**src/rtl/trig_pkg.sv**
```systemverilog
package trig_pkg;
    // Register byte offsets.
    localparam logic [7:0] ADDR_CTRL = 8'h00;
    localparam logic [7:0] ADDR_TIMEBASE = 8'h04;
    localparam logic [7:0] ADDR_DELAY = 8'h08;
    localparam logic [7:0] ADDR_POSITION = 8'h0C;
    localparam logic [7:0] ADDR_LEVEL = 8'h10;
    localparam logic [7:0] ADDR_OFFSET = 8'h14;
    localparam logic [7:0] ADDR_HOLDOFF = 8'h18;
    localparam logic [7:0] ADDR_COMMAND = 8'h1C;
    localparam logic [7:0] ADDR_STATUS = 8'h20;
    localparam logic [7:0] ADDR_TRIG_COUNT = 8'h24;
    localparam logic [7:0] ADDR_PRETRIG = 8'h28;
    // Command bits.
    localparam int CMD_ZERO_DELAY = 0;
    localparam int CMD_POS_LEFT = 1;
    localparam int CMD_POS_MIDDLE = 2;
    localparam int CMD_POS_RIGHT = 3;
    localparam int CMD_HOLDOFF_UP = 4;
    localparam int CMD_HOLDOFF_DOWN = 5;
    // Source codes; SRC_CHANNEL0 up picks a channel.
    localparam logic [3:0] SRC_INDEPENDENT = 4'h0;
    localparam logic [3:0] SRC_EXTERNAL = 4'h1;
    localparam logic [3:0] SRC_CHANNEL0 = 4'h2;
    // Timebase indices.
    localparam logic [4:0] TB_FASTEST = 5'h00;
    localparam logic [4:0] TB_SLOWEST = 5'h15;
    localparam logic [4:0] TB_RESET = 5'h0D;
    // Position limits and presets.
    localparam logic signed [7:0] POS_MIN = -8'sd30;
    localparam logic signed [7:0] POS_MAX = 8'sd30;
    localparam logic signed [7:0] POS_LEFT = 8'sd0;
    localparam logic signed [7:0] POS_MIDDLE = 8'sd5;
    localparam logic signed [7:0] POS_RIGHT = 8'sd10;
    // Level in 0.1 dBm, holdoff in 0.01 us.
    localparam logic signed [15:0] LEVEL_MAX = 16'sd200;
    localparam logic [23:0] HOLDOFF_STEP = 24'd100;
    localparam int HOLDOFF_UNIT_NS = 10;
    // Timing.
    localparam int CLK_PERIOD_NS = 100;
    localparam int PRETRIG_MAX_NS = 1260000;
    localparam int AUTO_TIMEOUT_MS = 100;
    localparam int FREERUN_PERIOD_US = 1000;
    localparam int AUTOLEVEL_WINDOW_US = 10000;
    localparam int AUTO_TIMEOUT_CYCLES = AUTO_TIMEOUT_MS * 1000000 / CLK_PERIOD_NS;
    localparam int FREERUN_CYCLES = FREERUN_PERIOD_US * 1000 / CLK_PERIOD_NS;
    localparam int AUTOLEVEL_CYCLES = AUTOLEVEL_WINDOW_US * 1000 / CLK_PERIOD_NS;

    typedef enum logic [1:0] {MODE_NORMAL, MODE_AUTO, MODE_AUTOLEVEL, MODE_FREERUN} mode_t;
    typedef enum logic [1:0] {ST_ARM, ST_HOLD, ST_GAP} fsm_t;

    // Trigger settings.
    typedef struct packed {
        mode_t mode;
        logic slope_neg;
        logic gap_mode;
        logic [3:0] source;
        logic [4:0] tb;
        logic signed [31:0] delay;
        logic signed [7:0] pos;
        logic signed [15:0] level;
        logic signed [15:0] offset;
        logic [23:0] holdoff;
    } cfg_t;

    // Unit state.
    typedef struct packed {
        cfg_t cfg;
        fsm_t fsm;
        logic a_valid;
        logic a_wr;
        logic [7:0] a_addr;
        logic ready;
        logic [31:0] rdata;
        logic active_prev;
        logic [23:0] hold_cnt;
        logic [31:0] auto_cnt;
        logic [31:0] win_cnt;
        logic signed [15:0] pk_max;
        logic signed [15:0] pk_min;
        logic dly_run;
        logic [31:0] dly_cnt;
        logic [31:0] trig_count;
        logic trig_out;
        logic sweep_start;
        logic slave_mode;
        logic [15:0] pretrig;
        logic [3:0] decim;
    } state_t;

    localparam state_t STATE_RESET = '{cfg: '{mode: MODE_NORMAL, tb: TB_RESET, default: '0},
                                       fsm: ST_ARM, default: '0};

    // Nanoseconds per division.
    function automatic logic [31:0] tb_ns(input logic [4:0] idx);
        logic [31:0] mant;
        logic [31:0] dec;
        mant = (idx % 5'd3 == 5'd0) ? 32'd5 : (idx % 5'd3 == 5'd1) ? 32'd10 : 32'd20;
        dec = 32'd1;
        for (int i = 0; i < 7; i++)
        begin
            if (i < int'(idx / 5'd3))
            begin
                dec = dec * 32'd10;
            end
        end
        return mant * dec;
    endfunction

    // Most negative delay in ns.
    function automatic logic signed [31:0] delay_min(input logic [4:0] idx);
        case (idx)
            5'h0B: return -32'sd1260000;
            5'h0C: return -32'sd5040000;
            5'h0D: return -32'sd6300000;
            5'h0E: return -32'sd12600000;
            5'h0F: return -32'sd31500000;
            5'h10: return -32'sd63000000;
            5'h11, 5'h12, 5'h13: return -32'sd126000000;
            5'h14: return -32'sd252000000;
            5'h15: return -32'sd628000000;
            default: return -32'sd1260000;
        endcase
    endfunction

    // Longest positive delay in ns.
    function automatic logic signed [31:0] delay_max(input logic [4:0] idx);
        case (idx)
            5'h0B, 5'h0C: return 32'sd200000000;
            5'h0D: return 32'sd500000000;
            default: return (idx < 5'h0B) ? 32'sd100000000 : 32'sd1000000000;
        endcase
    endfunction
endpackage

```
**src/rtl/acquisition_trigger_unit.sv**
```systemverilog
`timescale 1ns/100ps
// Summary of operation
// - Timebase runs 1-2-5 from 5 ns to 50 ms/div.
// - Delay shifts the capture after or before the trigger.
// - Zero command clears the delay.
// - Delay is clamped per timebase.
// - Long pre-trigger lowers the sample rate.
// - Position spans -30 to +30 divisions.
// - Presets set position 0, 5 or 10.
// - Source: sensor channel, external or independent.
// - A channel source makes its sensor master, others slave.
// - Normal mode fires only on crossings.
// - Auto mode self-sweeps on timeout, resyncs on edges.
// - Auto-level derives the level from peak-to-peak.
// - Free-run sweeps and ignores triggers.
// - Level is capped at 20 dBm.
// - Offset shifts level and range by its signed value.
// - Slope picks rising or falling crossings.
// - Holdoff in 0.01 us units, 1 us steps.
// - Normal holdoff blocks triggers after each one.
// - Gap holdoff arms after a long enough inactive spell.
module acquisition_trigger_unit #(
    parameter logic [4:0] TB_MIN_IDX = trig_pkg::TB_FASTEST,
    parameter logic [4:0] TB_MAX_IDX = trig_pkg::TB_SLOWEST,
    parameter logic signed [15:0] LEVEL_MIN = -16'sd400,
    parameter int AUTO_TIMEOUT = trig_pkg::AUTO_TIMEOUT_CYCLES,
    parameter int FREERUN_PERIOD = trig_pkg::FREERUN_CYCLES,
    parameter int AUTOLEVEL_WINDOW = trig_pkg::AUTOLEVEL_CYCLES
) (
    input wire logic hclk,
    input wire logic hresetn,
    input wire logic hsel,
    input wire logic [31:0] haddr,
    input wire logic [1:0] htrans,
    input wire logic hwrite,
    input wire logic [2:0] hsize,
    input wire logic [31:0] hwdata,
    input wire logic hready,
    output logic hreadyout,
    output logic [31:0] hrdata,
    output logic hresp,
    input wire logic signed [15:0] rf_sample,
    input wire logic ext_trig_in,
    input wire logic slave_trig_in,
    input wire logic [3:0] own_channel,
    output logic trig_out,
    output logic sweep_start,
    output logic slave_mode,
    output logic [15:0] pretrig_samples,
    output logic [3:0] decim_shift
);
    trig_pkg::state_t st_reg;
    trig_pkg::state_t st_next;
    logic signed [15:0] thr;
    logic signed [16:0] lvl_wide;
    logic signed [16:0] pk_sum;
    logic signed [31:0] lim_lo;
    logic signed [31:0] lim_hi;
    logic signed [15:0] lvl_lo;
    logic signed [15:0] lvl_hi;
    logic src_level;
    logic is_master;
    logic is_slave;
    logic active;
    logic edge_hit;
    logic accept;
    logic forced;
    logic [23:0] hold_cycles;
    logic [31:0] dly_cycles;
    logic signed [47:0] pre_ns;
    logic [47:0] pre_pos;
    int dec;

    // Whole next-state logic.
    always_comb
    begin
        st_next = st_reg;
        st_next.ready = 1'b1;
        st_next.trig_out = 1'b0;
        st_next.sweep_start = 1'b0;
        accept = 1'b0;
        forced = 1'b0;

        // Data phase write to the latched address.
        if (st_reg.a_valid && st_reg.a_wr)
        begin
            case (st_reg.a_addr)
                trig_pkg::ADDR_CTRL:
                begin
                    st_next.cfg.mode = trig_pkg::mode_t'(hwdata[1:0]);
                    st_next.cfg.slope_neg = hwdata[2];
                    st_next.cfg.gap_mode = hwdata[3];
                    st_next.cfg.source = hwdata[7:4];
                end
                trig_pkg::ADDR_TIMEBASE: st_next.cfg.tb = hwdata[4:0];
                trig_pkg::ADDR_DELAY: st_next.cfg.delay = $signed(hwdata);
                trig_pkg::ADDR_POSITION: st_next.cfg.pos = $signed(hwdata[7:0]);
                trig_pkg::ADDR_LEVEL: st_next.cfg.level = $signed(hwdata[15:0]);
                trig_pkg::ADDR_OFFSET:
                begin
                    st_next.cfg.level = st_reg.cfg.level + $signed(hwdata[15:0])
                        - st_reg.cfg.offset;
                    st_next.cfg.offset = $signed(hwdata[15:0]);
                end
                trig_pkg::ADDR_HOLDOFF: st_next.cfg.holdoff = hwdata[23:0];
                trig_pkg::ADDR_COMMAND:
                begin
                    if (hwdata[trig_pkg::CMD_ZERO_DELAY])
                    begin
                        st_next.cfg.delay = 32'sd0;
                    end
                    if (hwdata[trig_pkg::CMD_POS_LEFT])
                    begin
                        st_next.cfg.pos = trig_pkg::POS_LEFT;
                    end
                    if (hwdata[trig_pkg::CMD_POS_MIDDLE])
                    begin
                        st_next.cfg.pos = trig_pkg::POS_MIDDLE;
                    end
                    if (hwdata[trig_pkg::CMD_POS_RIGHT])
                    begin
                        st_next.cfg.pos = trig_pkg::POS_RIGHT;
                    end
                    if (hwdata[trig_pkg::CMD_HOLDOFF_UP])
                    begin
                        st_next.cfg.holdoff = st_reg.cfg.holdoff + trig_pkg::HOLDOFF_STEP;
                    end
                    if (hwdata[trig_pkg::CMD_HOLDOFF_DOWN])
                    begin
                        st_next.cfg.holdoff = (st_reg.cfg.holdoff > trig_pkg::HOLDOFF_STEP) ?
                            st_reg.cfg.holdoff - trig_pkg::HOLDOFF_STEP : 24'h000000;
                    end
                end
                default: ;
            endcase
        end

        // Auto-level tracks the peak-to-peak midpoint.
        st_next.win_cnt = st_reg.win_cnt + 32'd1;
        st_next.pk_max = (rf_sample > st_reg.pk_max) ? rf_sample : st_reg.pk_max;
        st_next.pk_min = (rf_sample < st_reg.pk_min) ? rf_sample : st_reg.pk_min;
        pk_sum = 17'(st_reg.pk_max) + 17'(st_reg.pk_min);
        if (st_reg.win_cnt >= 32'(AUTOLEVEL_WINDOW - 1))
        begin
            st_next.win_cnt = 32'd0;
            st_next.pk_max = rf_sample;
            st_next.pk_min = rf_sample;
            if (st_reg.cfg.mode == trig_pkg::MODE_AUTOLEVEL)
            begin
                st_next.cfg.level = 16'(pk_sum >>> 1) + st_reg.cfg.offset;
            end
        end

        // Clamp settings.
        if (st_next.cfg.tb < TB_MIN_IDX)
        begin
            st_next.cfg.tb = TB_MIN_IDX;
        end
        if (st_next.cfg.tb > TB_MAX_IDX)
        begin
            st_next.cfg.tb = TB_MAX_IDX;
        end
        if (st_next.cfg.pos < trig_pkg::POS_MIN)
        begin
            st_next.cfg.pos = trig_pkg::POS_MIN;
        end
        if (st_next.cfg.pos > trig_pkg::POS_MAX)
        begin
            st_next.cfg.pos = trig_pkg::POS_MAX;
        end
        lim_lo = trig_pkg::delay_min(st_next.cfg.tb);
        lim_hi = trig_pkg::delay_max(st_next.cfg.tb);
        if (st_next.cfg.delay < lim_lo)
        begin
            st_next.cfg.delay = lim_lo;
        end
        if (st_next.cfg.delay > lim_hi)
        begin
            st_next.cfg.delay = lim_hi;
        end
        lvl_lo = LEVEL_MIN + st_next.cfg.offset;
        lvl_hi = trig_pkg::LEVEL_MAX + st_next.cfg.offset;
        if (st_next.cfg.level < lvl_lo)
        begin
            st_next.cfg.level = lvl_lo;
        end
        if (st_next.cfg.level > lvl_hi)
        begin
            st_next.cfg.level = lvl_hi;
        end

        // Source and role.
        lvl_wide = 17'(st_reg.cfg.level) - 17'(st_reg.cfg.offset);
        thr = 16'(lvl_wide);
        is_master = 1'b0;
        is_slave = 1'b0;
        if (st_reg.cfg.source == trig_pkg::SRC_EXTERNAL)
        begin
            src_level = ext_trig_in;
        end
        else if (st_reg.cfg.source >= trig_pkg::SRC_CHANNEL0 &&
                 st_reg.cfg.source - trig_pkg::SRC_CHANNEL0 != own_channel)
        begin
            src_level = slave_trig_in;
            is_slave = 1'b1;
        end
        else
        begin
            src_level = rf_sample > thr;
            is_master = st_reg.cfg.source >= trig_pkg::SRC_CHANNEL0;
        end
        st_next.slave_mode = is_slave;

        // Slope sets which level is active.
        active = st_reg.cfg.slope_neg ? ~src_level : src_level;
        edge_hit = active && !st_reg.active_prev;
        st_next.active_prev = active;
        hold_cycles = 24'((32'(st_reg.cfg.holdoff) * 32'(trig_pkg::HOLDOFF_UNIT_NS)
            + 32'(trig_pkg::CLK_PERIOD_NS - 1)) / 32'(trig_pkg::CLK_PERIOD_NS));

        // Arming and holdoff.
        case (st_reg.fsm)
            trig_pkg::ST_ARM:
            begin
                if (edge_hit && st_reg.cfg.mode != trig_pkg::MODE_FREERUN)
                begin
                    accept = 1'b1;
                end
            end
            trig_pkg::ST_HOLD:
            begin
                if (st_reg.hold_cnt >= hold_cycles)
                begin
                    st_next.fsm = trig_pkg::ST_ARM;
                end
                else
                begin
                    st_next.hold_cnt = st_reg.hold_cnt + 24'd1;
                end
            end
            trig_pkg::ST_GAP:
            begin
                if (active)
                begin
                    st_next.hold_cnt = 24'd0;
                end
                else if (st_reg.hold_cnt >= hold_cycles)
                begin
                    st_next.fsm = trig_pkg::ST_ARM;
                end
                else
                begin
                    st_next.hold_cnt = st_reg.hold_cnt + 24'd1;
                end
            end
            default: st_next.fsm = trig_pkg::ST_ARM;
        endcase
        if (accept)
        begin
            st_next.hold_cnt = 24'd0;
            st_next.fsm = st_reg.cfg.gap_mode ? trig_pkg::ST_GAP : trig_pkg::ST_HOLD;
            st_next.trig_count = st_reg.trig_count + 32'd1;
            st_next.trig_out = is_master;
        end

        // Self-made sweeps.
        case (st_reg.cfg.mode)
            trig_pkg::MODE_AUTO, trig_pkg::MODE_AUTOLEVEL:
            begin
                if (accept)
                begin
                    st_next.auto_cnt = 32'd0;
                end
                else if (st_reg.auto_cnt >= 32'(AUTO_TIMEOUT - 1))
                begin
                    st_next.auto_cnt = 32'd0;
                    forced = 1'b1;
                end
                else
                begin
                    st_next.auto_cnt = st_reg.auto_cnt + 32'd1;
                end
            end
            trig_pkg::MODE_FREERUN:
            begin
                if (st_reg.auto_cnt >= 32'(FREERUN_PERIOD - 1))
                begin
                    st_next.auto_cnt = 32'd0;
                    forced = 1'b1;
                end
                else
                begin
                    st_next.auto_cnt = st_reg.auto_cnt + 32'd1;
                end
            end
            default: st_next.auto_cnt = 32'd0;
        endcase

        // Positive delay postpones the sweep.
        dly_cycles = 32'(st_reg.cfg.delay / 32'sd100);
        if (st_reg.dly_run)
        begin
            if (st_reg.dly_cnt <= 32'd1)
            begin
                st_next.dly_run = 1'b0;
                st_next.sweep_start = 1'b1;
            end
            else
            begin
                st_next.dly_cnt = st_reg.dly_cnt - 32'd1;
            end
        end
        if (accept || forced)
        begin
            if (st_reg.cfg.delay > 32'sd0 && dly_cycles != 32'd0)
            begin
                st_next.dly_run = 1'b1;
                st_next.dly_cnt = dly_cycles;
            end
            else
            begin
                st_next.dly_run = 1'b0;
                st_next.sweep_start = 1'b1;
            end
        end

        // Pre-trigger span and rate reduction.
        pre_ns = 48'(st_reg.cfg.pos) * 48'(trig_pkg::tb_ns(st_reg.cfg.tb))
            - 48'(st_reg.cfg.delay);
        pre_pos = (pre_ns < 48'sd0) ? 48'h0 : 48'(pre_ns);
        dec = 15;
        for (int i = 15; i >= 0; i--)
        begin
            if ((pre_pos >> i) <= 48'(trig_pkg::PRETRIG_MAX_NS))
            begin
                dec = i;
            end
        end
        st_next.decim = 4'(dec);
        st_next.pretrig = 16'((pre_pos >> dec) / 48'(trig_pkg::CLK_PERIOD_NS));

        // Address phase: latch and prepare read data.
        st_next.a_valid = 1'b0;
        if (hsel && htrans[1] && hready)
        begin
            st_next.a_valid = 1'b1;
            st_next.a_wr = hwrite;
            st_next.a_addr = haddr[7:0];
            if (!hwrite)
            begin
                case (haddr[7:0])
                    trig_pkg::ADDR_CTRL: st_next.rdata = {24'h000000, st_next.cfg.source,
                        st_next.cfg.gap_mode, st_next.cfg.slope_neg, st_next.cfg.mode};
                    trig_pkg::ADDR_TIMEBASE: st_next.rdata = {27'h0000000, st_next.cfg.tb};
                    trig_pkg::ADDR_DELAY: st_next.rdata = st_next.cfg.delay;
                    trig_pkg::ADDR_POSITION: st_next.rdata = 32'(st_next.cfg.pos);
                    trig_pkg::ADDR_LEVEL: st_next.rdata = 32'(st_next.cfg.level);
                    trig_pkg::ADDR_OFFSET: st_next.rdata = 32'(st_next.cfg.offset);
                    trig_pkg::ADDR_HOLDOFF: st_next.rdata = {8'h00, st_next.cfg.holdoff};
                    trig_pkg::ADDR_STATUS: st_next.rdata = {20'h00000, st_next.decim,
                        2'b00, is_master, is_slave, st_next.dly_run, 1'b0, st_next.fsm};
                    trig_pkg::ADDR_TRIG_COUNT: st_next.rdata = st_next.trig_count;
                    trig_pkg::ADDR_PRETRIG: st_next.rdata = {16'h0000, st_next.pretrig};
                    default: st_next.rdata = 32'h00000000;
                endcase
            end
        end
    end

    // State register.
    always_ff @(posedge hclk or negedge hresetn)
    begin
        if (!hresetn)
        begin
            st_reg <= trig_pkg::STATE_RESET;
        end
        else
        begin
            st_reg <= st_next;
        end
    end

    // Registered outputs; hresp is tied low.
    assign hreadyout = st_reg.ready;
    assign hrdata = st_reg.rdata;
    assign hresp = 1'b0;
    assign trig_out = st_reg.trig_out;
    assign sweep_start = st_reg.sweep_start;
    assign slave_mode = st_reg.slave_mode;
    assign pretrig_samples = st_reg.pretrig;
    assign decim_shift = st_reg.decim;
endmodule

```
**config.mk**
```make
export PLATFORM = sky130hd
export DESIGN_NAME = acquisition_trigger_unit
export DESIGN_NICKNAME = d
export VERILOG_FILES = /design/src/rtl/trig_pkg.sv /design/src/rtl/acquisition_trigger_unit.sv
export SDC_FILE = /design/constraint.sdc
export NUM_CORES = 2
export LEC_CHECK = 0
export ABC_CLOCK_PERIOD_IN_PS = 69200
export BUFFER_PORTS_ARGS = -buffer_cell sky130_fd_sc_hd__clkbuf_2
export CAP_MARGIN = 20
export CORE_UTILIZATION = 31
export DETAILED_ROUTE_END_ITERATION = 10
export GPL_TIMING_DRIVEN = 0
export PLACE_DENSITY_LB_ADDON = 0.05
export SYNTH_ARGS = -nofsm -noshare
export SYNTH_HDL_FRONTEND = slang
export SYNTH_SLANG_ARGS = --single-unit
export TNS_END_PERCENT = 20
```
**constraint.sdc**
```tcl
create_clock -name hclk -period 69.2 [get_ports hclk]
set_clock_uncertainty 0.1 [all_clocks]
set_input_delay 13.84 -clock hclk [delete_from_list [all_inputs] [get_ports hclk]]
set_output_delay 13.84 -clock hclk [all_outputs]
set_load 0.02 [all_outputs]
```
==> results.txt <==
The root buffer cell is clkbuf_16. The routed design could run at a clock period as short as 44120 ps. The number of buffers added for setup after CTS was 0; the footprint of the multi-input gates was 0.0558 mm2. The flow ran to the end, but the final reports show violations. Register-to-register setup slack: 25080 ps.

Routability-driven placement finished with a final weighted congestion of 0.908. The commonest cells after synthesis are nand2_1 (866), nor2_1 (773), inv_1 (661), a21oi_1 (589), ha_1 (540). The fraction of synthesis flops using an asynchronous set or reset pin was 1.00; the clock edge transition at the registers on the reported setup and hold paths was 70 ps. The tools report the initial core utilization as 0.312.

Prior to clock tree synthesis, the placed netlist has a worst setup slack of 25250 ps. The top cell type's share of synthesized area is 0.130. The number of antenna violations at the first check in global routing is 13. After routing, the total negative slack on setup checks comes to 0 ps. The number of sinks handled by clock tree synthesis was 363. The critical hold path startpoint was st_reg[54]$_DFF_PN0_. The achievable frequency was 0.0227 GHz; the die footprint was 0.226 mm2. The tools report the total global routing overflow as 0.

In this run the worst path has a maximum fanout of 10. During synthesis, Yosys emitted a total of 0 warnings. The leading cell type by number of instances after synthesis is nand2_1. For this run, design rule violations remaining after detail routing come to 0. The post-CTS resize count was 0; the violation count after the first detailed-routing iteration was 5372. After synthesis, the cell types taking the most area are dfrtp_1 (13%), ha_1 (9.7%), fa_1 (9.1%), xnor2_1 (5.4%), nand2_1 (4.7%).

Setup repair after global routing left no endpoint under its margin. The maximum clock insertion buffer count is 3, and the detailed-placement wirelength estimate is 225000 um. The count of boundary I/O pins is 153, and the post-detailed-routing wire length is 273000 um. Critical path capture point type: a register.

At the worst endpoint, the arrival time is 44590 ps. The kind of launch point of the worst setup path was a register. The number of instances in the synthesized netlist was 9012; the worst-case setup margin in the final layout was 25080 ps. The tools report the via count of the first global-routing pass as 67000.

The number of hold-repair buffers added at the cts stage was 0; the synthesis-to-layout area growth was 9.17%. In this run the vertical extent of the chip is 475 um. The final cycle utilization of the critical path came out at 0.638.

In the synthesized netlist the dominant register cell turns out to be dfrtp_1. The hold path endpoint was st_reg[54]$_DFF_PN0_. TritonCTS built the clock tree. On the worst path, the slowest cell contributes a delay of 1010 ps. The final reports fail on antenna violations. For the pin with the worst max-slew slack, the measured transition is 1310 ps. Across the run, the number of max-cap violations was 0. Iteration count of the initial detailed-routing pass: 7. The later pin in the worst-skew pair is clocked with a latency of 650 ps. The part of the Yosys area used for sequential elements came out at 0.131. The top cell type by total area after synthesis was dfrtp_1. The flip-flop count of the largest register, all copies and words added was 307; the placeable core region was 0.222 mm2. The number of nets with antenna violations after detailed routing was 1; the overall via count from detail_route was 68700. Row generation in the floorplan step produced 173 rows. On the critical path, the stage with the largest delay is an instance of o311ai_0.

In this run the critical register-to-register path is captured at hrdata[0]$_DFFE_PN0P_. Cell area after technology mapping: 0.0694 mm2. The run gives 0.129 as the worst slew margin relative to its limit. The area used by sequential logic in the layout came out at 0.00909 mm2. The synthesized design contains 0 enable-type register cells. Setup violations remaining at the end of the flow were counted as 0. The filler cells instantiated in the layout total 24000. The tightest min-delay check is of the reg2reg type. The die is 475 um wide. The vias per cell is 5.61. For the number of max-slew violations in the final report, the log shows 0.

The critical path's most frequent cell was a21oi_1. The number of cells on the worst reg-to-reg path is 154. A synthesized cell averages 7.70 um2. The H-tree was split into 2 levels. The overall global routing resource usage was 0.238; the share of final-layout standard cells stronger than drive strength 1 was 0.0826. The net count of the finished layout is 10200. Synthesis inferred 363 register bits. The hold violation count in the final report was 0; the routed length per instance was 22.3 um. Data on the critical path is required at its endpoint by 69670 ps. The worst hold path depth is 1, and the number of buffers inserted during clock tree synthesis is 47.

The first global-routing pass estimated 419000 um of wire. The count of unique library cells instantiated by Yosys was 171; the number of I/O port buffers was 119. Type of the worst setup path: reg2reg. The worst register-to-register path begins at st_reg[353]$_DFF_PN1_.

Entering global routing, the biggest net connects 99 pins.
==> per-layer routing <==
metal / global-route usage / routed length [um]
met1: 0.344 / 133000
met5: 0 / 61
met2: 0.381 / 122000
met3: 0.0296 / 14500
met4: 0.0356 / 3990
==> through the flow <==
stage / utilization / hold slack, ps / std cells / cell area, um2
6_report: 0.341 / 377 / 12300 / 75800
5_1_grt: 0.341 / 413 / 12200 / 75800
4_1_cts: 0.341 / 379 / 12200 / 75700
3_5_place_dp: 0.333 / 364 / 12200 / 74100
3_3_place_gp: 0.332 / 366 / 12100 / 73800
2_1_floorplan: - / 342 / 9041 / 69500
==> area by class of cell <==
cell class,instances,area share
inverters,676,0.0335
multi-input cells,7603,0.737
flip-flops and latches,363,0.120
repair buffers,143,0.0115
plain buffers,399,0.0272
diodes,7,0.000231
clock buffers,68,0.0179
clock inverters,20,0.00368
well taps,2975,0.0491
==> cells in the final DEF (no fill, tap or decap), types with 80 or more instances in the layout <==
| cell | n |
|---|---|
| a21oi_1 | 588 |
| xor2_1 | 219 |
| and2_1 | 223 |
| nor2b_1 | 92 |
| nand3_1 | 255 |
| nand2_1 | 866 |
| o211ai_1 | 96 |
| mux2i_1 | 163 |
| inv_1 | 661 |
| clkbuf_2 | 121 |
| a31oi_1 | 133 |
| clkbuf_1 | 252 |
| o21ai_0 | 447 |
| dfrtp_1 | 360 |
| nor2_1 | 773 |
| nor4_1 | 97 |
| a211oi_1 | 80 |
| and3_1 | 92 |
| xnor2_1 | 427 |
| o21bai_1 | 91 |
| nand2b_1 | 154 |
| fa_1 | 315 |
| ha_1 | 540 |
| nor3_1 | 225 |
| nand4_1 | 112 |
| a21o_1 | 136 |
==> logic make-up after synthesis <==
kind of cell,after synthesis,share of synthesized area
compound gates,2541,0.255
fa+ha+maj,880,0.192
simple gates,3246,0.234
other cells,2,0.000108
buf+inv,1075,0.0663
xor+xnor,659,0.0848
flops,363,0.131
mux,246,0.0373
==> worst max-delay path: cells and delay by family, from the launching register on <==
kind / cells / cell delay (ps)
xor+xnor: 11 / 3300
compound gates: 61 / 18670
simple gates: 36 / 7820
flops: 1 / 670
mux: 2 / 560
fa+ha+maj: 25 / 8910
buf+inv: 19 / 3950
==> worst max path at each step <==
stage | start | cells past startpoint | to
after floorplan | st_reg[353]$_DFF_PN1_ | 153 | hrdata[0]$_DFFE_PN0P_
after global placement | st_reg[353]$_DFF_PN1_ | 152 | hrdata[0]$_DFFE_PN0P_
after detailed placement | st_reg[353]$_DFF_PN1_ | 154 | hrdata[0]$_DFFE_PN0P_
after CTS | st_reg[353]$_DFF_PN1_ | 152 | hrdata[0]$_DFFE_PN0P_
after global routing | st_reg[353]$_DFF_PN1_ | 152 | hrdata[0]$_DFFE_PN0P_
final | st_reg[353]$_DFF_PN1_ | 154 | hrdata[0]$_DFFE_PN0P_
Power is not shown: default switching activity piles up to over one toggle a cycle in this logic, so the estimate is an artifact.
